<file path="src/pim_params.svh">
`ifndef PIM_PARAMS_SVH
`define PIM_PARAMS_SVH
`define PIM_LEVELS          4
`define PIM_SUM_MASK_BIT    11
`define PIM_MASK_OFF_BIT    15
`define PIM_SUM_RESET       4'h1
`define PIM_LVL_MASK_RESET  4'hf
`define PIM_NUM_UNITS       8
`define PIM_OFF_CTRL        12'h000
`define PIM_OFF_STATUS      12'h004
`define PIM_OFF_LVL_MASK    12'h008
`define PIM_OFF_SUM_MASK    12'h00c
`define PIM_OFF_GATES       12'h010
`define PIM_OFF_UNIT_LVL    12'h014
`define PIM_OFF_ACCEPT      12'h018
`endif

</file>
<file path="src/pim_pkg.sv">
package pim_pkg;
  typedef logic [1:0] pim_level_type;
  typedef enum logic [2:0] {
    PIM_OP_NONE,
    PIM_OP_TRAP,
    PIM_OP_MASK_OFF,
    PIM_OP_MASK_ON,
    PIM_OP_LOAD_BLOCK,
    PIM_OP_CLASS_INT,
    PIM_OP_WAIT,
    PIM_OP_RESUME
  } pim_op_type;
endpackage : pim_pkg

</file>
<file path="src/pim_arbiter.sv">
`timescale 1ns/1ns
`default_nettype none
// Picks the highest priority (lowest numbered) level among qualified requests.
module pim_arbiter
  import pim_pkg::*;
(
  input  wire logic [7:0]          req,
  input  wire logic [15:0]         unit_level,
  input  wire logic [3:0]          level_ok,
  output logic                     found,
  output pim_level_type            level,
  output logic [2:0]               unit
);
  always_comb begin
    found = 1'b0;
    level = 2'd0;
    unit  = 3'd0;
    for (int l = 3; l >= 0; l--) begin
      for (int u = 7; u >= 0; u--) begin
        if (req[u] && level_ok[l] && unit_level[2*u +: 2] == 2'(l)) begin
          found = 1'b1;
          level = 2'(l);
          unit  = 3'(u);
        end
      end
    end
  end
endmodule : pim_arbiter
`default_nettype wire

</file>
<file path="src/pim_core.sv">
// What this block does
// - Summary mask is bit 11 of active level
// - Mask zero blocks priority, power, console interrupts
// - Other class interrupts never blocked by mask
// - Supervisor trap clears active summary mask
// - Mask-off with bit 15 clears mask
// - Any class interrupt clears active mask
// - Load-level-block loads mask from bit 11
// - Reset: levels 1-3 cleared, level 0 set
// - Mask-on with bit 15 sets mask
// - Accepted interrupt sets new level's mask
// - Wait state uses last active level's mask
// - Four-bit level enable mask, one per level
// - Separate write and read mask instructions
// - Reset sets all level enable bits
// - Gates set only by setup command
// - Four preemptive levels, program-assigned per unit
// - Requests polled during transfers too
// - Masks never block program level switch
//
// Decided for this implementation: the APB interface to the registers and the register addresses.
`timescale 1ns/1ns
`default_nettype none
`include "pim_params.svh"
module pim_core
  import pim_pkg::*;
(
  input  wire logic                pclk,
  input  wire logic                presetn,
  input  wire logic                clk_en,
  input  wire logic                psel,
  input  wire logic                penable,
  input  wire logic                pwrite,
  input  wire logic [11:0]         paddr,
  input  wire logic [31:0]         pwdata,
  output logic [31:0]              prdata,
  output logic                     pready,
  output logic                     pslverr,
  input  wire logic                bootstrap_program_load,
  input  wire logic [7:0]          unit_req_pin,
  input  wire logic                power_warn_pin,
  input  wire logic                console_pin,
  input  wire logic                other_class_pin,
  output logic                     prio_int_take,
  output logic [1:0]               prio_int_level,
  output logic [2:0]               prio_int_unit,
  output logic                     gated_class_take,
  output logic [1:0]               active_level_out,
  output logic                     sum_mask_out
);
  logic [3:0]          sum_mask_reg;
  logic [3:0]          lvl_mask_reg;
  logic [7:0]          gate_reg;
  logic [15:0]         unit_lvl_reg;
  pim_level_type       active_reg;
  logic                wait_reg;
  logic [15:0]         last_instr_reg;
  logic                boot_q1_reg;
  logic                boot_q2_reg;
  logic                boot_d_reg;
  logic [7:0]          req_q1_reg;
  logic [7:0]          req_q2_reg;
  logic [2:0]          cls_q1_reg;
  logic [2:0]          cls_q2_reg;
  logic                xfer_busy_reg;
  logic [31:0]         prdata_next;

  wire logic wr_en  = clk_en && psel && penable && pwrite;
  wire logic rd_en  = clk_en && psel && !penable && !pwrite;
  // Gated by the enable so a frozen block does not keep re-applying the reset
  wire logic boot_rise = clk_en && boot_q2_reg && !boot_d_reg;

  function automatic logic addr_hit(input logic [11:0] a, input logic [11:0] off);
    addr_hit = (a == off);
  endfunction : addr_hit

  // Control word: [2:0] op, [4:3] target level, [31:16] instruction/status word
  wire logic        ctrl_wr  = wr_en && addr_hit(paddr, `PIM_OFF_CTRL);
  pim_op_type       op;
  assign op = pim_op_type'(pwdata[2:0]);
  wire logic [1:0]  op_lvl   = pwdata[4:3];
  wire logic [15:0] op_word  = pwdata[31:16];

  // Summary mask seen by the arbiter, wait uses last active level
  wire logic cur_sum = sum_mask_reg[active_reg];

  logic          arb_found;
  pim_level_type arb_level;
  logic [2:0]    arb_unit;
  logic [3:0]    level_ok;

  always_comb begin
    for (int l = 0; l < 4; l++) begin
      // Preempt only toward higher priority, or from wait at any level
      level_ok[l] = lvl_mask_reg[l] && cur_sum &&
                    (wait_reg || 2'(l) < active_reg);
    end
  end

  pim_arbiter u_arb (
    .req        (req_q2_reg & gate_reg),
    .unit_level (unit_lvl_reg),
    .level_ok   (level_ok),
    .found      (arb_found),
    .level      (arb_level),
    .unit       (arb_unit)
  );

  // Polling does not look at the transfer-busy flag at all
  wire logic take_prio = clk_en && arb_found;
  wire logic take_gated_cls = clk_en && cur_sum && (cls_q2_reg[0] || cls_q2_reg[1]);
  wire logic take_other_cls = clk_en && cls_q2_reg[2];
  wire logic take_cls = take_gated_cls || take_other_cls;

  always_ff @(posedge pclk or negedge presetn) begin
    if (!presetn) begin
      boot_q1_reg <= 1'b0;
      boot_q2_reg <= 1'b0;
      boot_d_reg  <= 1'b0;
      req_q1_reg  <= 8'h00;
      req_q2_reg  <= 8'h00;
      cls_q1_reg  <= 3'h0;
      cls_q2_reg  <= 3'h0;
    end else if (clk_en) begin
      boot_q1_reg <= bootstrap_program_load;
      boot_q2_reg <= boot_q1_reg;
      boot_d_reg  <= boot_q2_reg;
      req_q1_reg  <= unit_req_pin;
      req_q2_reg  <= req_q1_reg;
      cls_q1_reg  <= {other_class_pin, console_pin, power_warn_pin};
      cls_q2_reg  <= cls_q1_reg;
    end
  end

  // Summary masks, one per level
  always_ff @(posedge pclk or negedge presetn) begin
    if (!presetn) begin
      sum_mask_reg <= `PIM_SUM_RESET;
    end else if (boot_rise) begin
      sum_mask_reg <= `PIM_SUM_RESET;
    end else if (clk_en) begin
      // Class interrupt wins over a same-cycle priority accept
      if (take_prio && !take_cls) begin
        sum_mask_reg[arb_level] <= 1'b1;
      end
      if (take_cls) begin
        sum_mask_reg[active_reg] <= 1'b0;
      end else if (ctrl_wr) begin
        case (op)
          PIM_OP_TRAP:       sum_mask_reg[active_reg] <= 1'b0;
          PIM_OP_MASK_OFF: begin
            if (op_word[`PIM_MASK_OFF_BIT]) sum_mask_reg[active_reg] <= 1'b0;
          end
          PIM_OP_MASK_ON: begin
            if (op_word[`PIM_MASK_OFF_BIT]) sum_mask_reg[active_reg] <= 1'b1;
          end
          PIM_OP_LOAD_BLOCK: sum_mask_reg[op_lvl] <= op_word[`PIM_SUM_MASK_BIT];
          default: ;
        endcase
      end
    end
  end

  // Active level and wait state
  always_ff @(posedge pclk or negedge presetn) begin
    if (!presetn) begin
      active_reg <= 2'd0;
      wait_reg   <= 1'b0;
    end else if (boot_rise) begin
      active_reg <= 2'd0;
      wait_reg   <= 1'b0;
    end else if (clk_en) begin
      if (take_prio && !take_cls) begin
        active_reg <= arb_level;
        wait_reg   <= 1'b0;
      end else if (ctrl_wr) begin
        case (op)
          // Program switch ignores every mask
          PIM_OP_LOAD_BLOCK: if (op_lvl <= active_reg) active_reg <= op_lvl;
          PIM_OP_WAIT:       wait_reg <= 1'b1;
          PIM_OP_RESUME:     wait_reg <= 1'b0;
          default: ;
        endcase
      end
    end
  end

  // Level enable mask
  always_ff @(posedge pclk or negedge presetn) begin
    if (!presetn) begin
      lvl_mask_reg <= `PIM_LVL_MASK_RESET;
    end else if (boot_rise) begin
      lvl_mask_reg <= `PIM_LVL_MASK_RESET;
    end else if (wr_en && addr_hit(paddr, `PIM_OFF_LVL_MASK)) begin
      lvl_mask_reg <= pwdata[3:0];
    end
  end

  // Unit gates and levels, written only by the setup command path
  always_ff @(posedge pclk or negedge presetn) begin
    if (!presetn) begin
      gate_reg     <= 8'h00;
      unit_lvl_reg <= 16'h0000;
    end else if (wr_en && addr_hit(paddr, `PIM_OFF_GATES)) begin
      // Setup command: [2:0] unit, [4:3] level, [8] gate
      gate_reg[pwdata[2:0]]             <= pwdata[8];
      unit_lvl_reg[2*pwdata[2:0] +: 2]  <= pwdata[4:3];
    end
  end

  always_ff @(posedge pclk or negedge presetn) begin
    if (!presetn) begin
      last_instr_reg <= 16'h0000;
      xfer_busy_reg  <= 1'b0;
    end else if (ctrl_wr) begin
      last_instr_reg <= op_word;
      xfer_busy_reg  <= pwdata[5];
    end
  end

  always_comb begin
    prdata_next = 32'h0000_0000;
    if (addr_hit(paddr, `PIM_OFF_STATUS)) begin
      prdata_next = {26'h000_0000, xfer_busy_reg, wait_reg, cur_sum, 1'b0, active_reg};
    end else if (addr_hit(paddr, `PIM_OFF_LVL_MASK)) begin
      prdata_next = {28'h000_0000, lvl_mask_reg};
    end else if (addr_hit(paddr, `PIM_OFF_SUM_MASK)) begin
      prdata_next = {28'h000_0000, sum_mask_reg};
    end else if (addr_hit(paddr, `PIM_OFF_GATES)) begin
      prdata_next = {24'h00_0000, gate_reg};
    end else if (addr_hit(paddr, `PIM_OFF_UNIT_LVL)) begin
      prdata_next = {16'h0000, unit_lvl_reg};
    end else if (addr_hit(paddr, `PIM_OFF_CTRL)) begin
      prdata_next = {last_instr_reg, 16'h0000};
    end
  end

  wire logic mapped = addr_hit(paddr, `PIM_OFF_CTRL) || addr_hit(paddr, `PIM_OFF_STATUS) ||
                      addr_hit(paddr, `PIM_OFF_LVL_MASK) || addr_hit(paddr, `PIM_OFF_SUM_MASK) ||
                      addr_hit(paddr, `PIM_OFF_GATES) || addr_hit(paddr, `PIM_OFF_UNIT_LVL);

  // No wait state: ready in the first access cycle
  always_ff @(posedge pclk or negedge presetn) begin
    if (!presetn) begin
      prdata  <= 32'h0000_0000;
      pready  <= 1'b0;
      pslverr <= 1'b0;
    end else if (clk_en) begin
      pready  <= psel && !penable;
      pslverr <= psel && !penable && !mapped;
      if (rd_en) prdata <= prdata_next;
    end
  end

  always_ff @(posedge pclk or negedge presetn) begin
    if (!presetn) begin
      prio_int_take    <= 1'b0;
      prio_int_level   <= 2'd0;
      prio_int_unit    <= 3'd0;
      gated_class_take <= 1'b0;
      active_level_out <= 2'd0;
      sum_mask_out     <= 1'b1;
    end else if (clk_en) begin
      prio_int_take    <= take_prio && !take_cls;
      prio_int_level   <= arb_level;
      prio_int_unit    <= arb_unit;
      gated_class_take <= take_cls;
      active_level_out <= active_reg;
      sum_mask_out     <= cur_sum;
    end
  end
endmodule : pim_core
`default_nettype wire

</file>
<file path="config.mk">
export PLATFORM = sky130hd
export DESIGN_NAME = pim_core
export DESIGN_NICKNAME = d
export VERILOG_FILES = /design/src/pim_pkg.sv /design/src/pim_arbiter.sv /design/src/pim_core.sv
export VERILOG_INCLUDE_DIRS = /design/src /design/src/src
export SDC_FILE = /design/constraint.sdc
export NUM_CORES = 1
export LEC_CHECK = 0
export BUFFER_PORTS_ARGS = -buffer_cell sky130_fd_sc_hd__buf_2
export CAP_MARGIN = 10
export CORE_MARGIN = 3
export CORE_UTILIZATION = 61
export CTS_CLUSTER_DIAMETER = 30
export DETAILED_ROUTE_END_ITERATION = 10
export PLACE_DENSITY = 0.93
export REMOVE_ABC_BUFFERS = 1
export SLEW_MARGIN = 20
export SYNTH_ARGS = -nofsm -noshare
export SYNTH_HDL_FRONTEND = slang
export SYNTH_HIERARCHICAL = 1
export SYNTH_SLANG_ARGS = --single-unit
export TNS_END_PERCENT = 100
</file>
<file path="constraint.sdc">
create_clock -name pclk -period 4.9 [get_ports pclk]
set_input_delay 0.735 -clock pclk [delete_from_list [all_inputs] [get_ports pclk]]
set_output_delay 0.735 -clock pclk [all_outputs]
set_load 0.02 [all_outputs]
</file>
==> out/qor.txt <==
CTS H-tree depth: 4
CTS tree: built
Routed len/inst: 21.17 µm
Post-DP HPWL: 12.45 mm
Int Power: 1.936 mW
Final period utilization: 0.8006
Placed cell count: 826
Initial detailed-routing violation count: 588
Via count: 5637
Vias in the first global route: 5692
Core area: 10370 µm²
Rows: 37
Setup TNS: 0 ns
Longest Clk Path Bufs: 2
GPL Wtd Cong: 0.9175
Max IR drop VDD: 0.3595 mV
Worst-path fanout max: 13
Comb pwr share: 0.124
Worst endpoint data arrival time: 4.37 ns
Largest net degree at the start of global routing: 63
Top-level port count: 106
ANT cells: 0
Startpoint types: flop
Worst R2R Path Depth: 11
GRT met1 Usage: 0.3839
Most Used Layer, Global Route: met2
Mapped cell area: 6553 µm²
Status: completed
Area Overhead vs Synth: 17.36%
Mapped Cells: 621
Die span in y: 109.6 µm
Worst-Skew Late Latency: 0.52 ns
Setup crit end kind: flop
Total congestion overflow: 0
Setup Buffers After CTS: 0
Sequential power share: 0.411
Max cap viols: 0
Crit path kind: reg -> reg
Pwr/cell area: 352.9 nW/µm²
Clock Pin Slew Worst Setup and Hold Paths: 0.06 ns
Final Hold Fails: 0
Synth top area share: 0.4392
Cts hold-fix bufs: 0
Final worst path period need: 3.923 ns
Pleak: 3.736 nW
Async SR Flop Fraction: 1.000
Met2 global-route usage: 0.5331
Most common cell after layout, fill and taps aside: dfrtp_1
Clock network fraction of total power: 0.466
RSZ-0062 raised after global routing: no
Min-Delay Path Class: in -> async
Layout cells sized above 1: 0.3089
Layout Cells excl Fill: 858
Gates resized, CTS repair: 0
Total CTS buffers: 17
Number of flip-flops in the largest register: 32
Worst slew pin tran: 0.8989 ns
Post-synthesis sequential area ratio: 0.4632
Initial antenna violation count: 0
Total GRT Usage: 0.3155
Drt drc: 0
Setup Skew: 0.008827 ns
CTS Root Cell: clkbuf_8
GR Util met3: 0.06518
Req. time, crit path: 5.35 ns
Dominant cell type by area after synthesis: dfrtp_1
Switching power: 777.8 µW
DIE WIDTH: 109.6 µm
Switch share: 0.2866
Pre-CTS WS: 1.143 ns
Most frequent cells in the layout: 115 x dfrtp_1, 99 x nand2_1, 95 x buf_2
Layout fillers: 720
Detail Route Antenna Nets: 0
Mean Syn Cell Area: 10.55 µm²
Dominant cells by area after synthesis: dfrtp_1 44%, mux2_2 10%, nand2_1 5.7%
First-pass GRT wire length: 28.82 mm
Final setup vio count: 0
DR pass1 iterations: 5
Syn. warnings: 6
Vias per Instance: 6.570
Final setup margin: 0.9772 ns
Post-synth top flop: dfrtp_1
Flops & latches, synth: 121
Number of synthesized flops with an enable pin: 0
Nets: 779
Port buffer count: 96
DRT Wirelength: 18.16 mm
Initial Util: 0.6319
Slew headroom: 0.3962
Final slew viol count: 0
Synth cell types: 72
Sink Count: 121
Die Area: 12020 µm²
Max Clk Rate: 254.9 MHz
==> metal layers <==
layer  part of all wire  wire length (µm)
met2               0.50              9125
met5                  0                 0
met3              0.066              1196
met1               0.39              7053
met4              0.043               788
==> cell usage after synthesis (5+ instances only) <==
cell,instances
nor2_1,20
and4_1,6
and4b_1,7
mux2_2,58
a22o_1,24
a22oi_1,7
ha_1,8
nor2b_1,9
or3_1,5
o31ai_1,7
nand4_1,20
nor3_1,7
o21ai_0,15
and2_1,10
o211ai_1,5
clkbuf_1,19
nand3b_1,8
a31oi_1,9
nand3_1,7
dfstp_2,6
inv_1,18
nand4b_1,7
nand2_1,99
mux2i_1,8
nor3_4,5
nor4bb_1,5
nand2b_1,5
a21oi_1,16
dfrtp_1,115
==> logic make-up (layout without fill, tap and decap cells) <==
kind of cell	count (synthesis)	after routing	share of synthesized area
AND/OR/NAND/NOR	254	254	0.2375
AO/OA/AOI/OAI	122	122	0.1377
flip-flops	121	121	0.4632
multiplexers	67	67	0.1136
buffers and inverters	49	150	0.03265
adder cells (fa/ha/maj)	8	8	0.01528
==> worst max-delay path, cell delays in order, from the launching register on <==
cell and delay, ns:
dfrtp_1 0.63, mux2i_1 0.23, mux2i_1 0.48, o211a_1 0.41
nor4bb_1 0.56, or2_2 0.22, inv_1 0.06, nand4_1 0.17
nand3b_1 0.22, and3_1 0.37, mux2_2 0.38, mux2i_1 0.12
==> power by group through the flow <==
stage | logic [mW] | registers (mW) | clock network (mW)
6_report | 0.335 | 1.11 | 1.26
5_1_grt | 0.361 | 1.12 | 1.32
4_1_cts | 0.332 | 1.11 | 1.27
3_3_place_gp | 0.320 | 1.13 | 0
3_5_place_dp | 0.329 | 1.13 | 0
2_1_floorplan | 0.178 | 1.13 | 0
==> area by class of cell <==
class | count | area, µm² | area share
multi-input combinational | 451 | 3309 | 0.4304
sequential | 121 | 3035 | 0.3947
timing repair buffer | 99 | 505.5 | 0.06573
clock buffer | 17 | 414.1 | 0.05386
clock inverter | 15 | 183.9 | 0.02392
tap | 136 | 170.2 | 0.02213
inverter | 19 | 71.32 | 0.009274
==> final timing paths <==
path	slack, ns	to	startpoint
max in group asynchronous	3.35	prio_int_take$_DFFE_PN0P_	presetn
max reg2reg	0.98	active_reg[1]$_DFFE_PN0P_	active_reg[1]$_DFFE_PN0P_
min in group pclk	0.42	last_instr_reg[0]$_DFFE_PN0P_	pwdata[16]
min reg2reg	0.48	cls_q2_reg[2]$_DFFE_PN0P_	cls_q1_reg[2]$_DFFE_PN0P_
min	0.29	prio_int_unit[1]$_DFFE_PN0P_	presetn
max	0.98	active_reg[1]$_DFFE_PN0P_	active_reg[1]$_DFFE_PN0P_
==> through the flow <==
step                      power, mW    util  hold WS (ns)  cell area, µm²
after global routing          2.800  0.7416        0.3508            7690
final                         2.714  0.7416        0.2927            7690
after CTS                     2.720  0.7410        0.3165            7684
after floorplan               1.313       -        0.4380            6410
after global placement        1.448  0.6833        0.4502            7086
after detailed placement      1.462  0.6833        0.4579            7086
(Power assumes the default switching activity.)
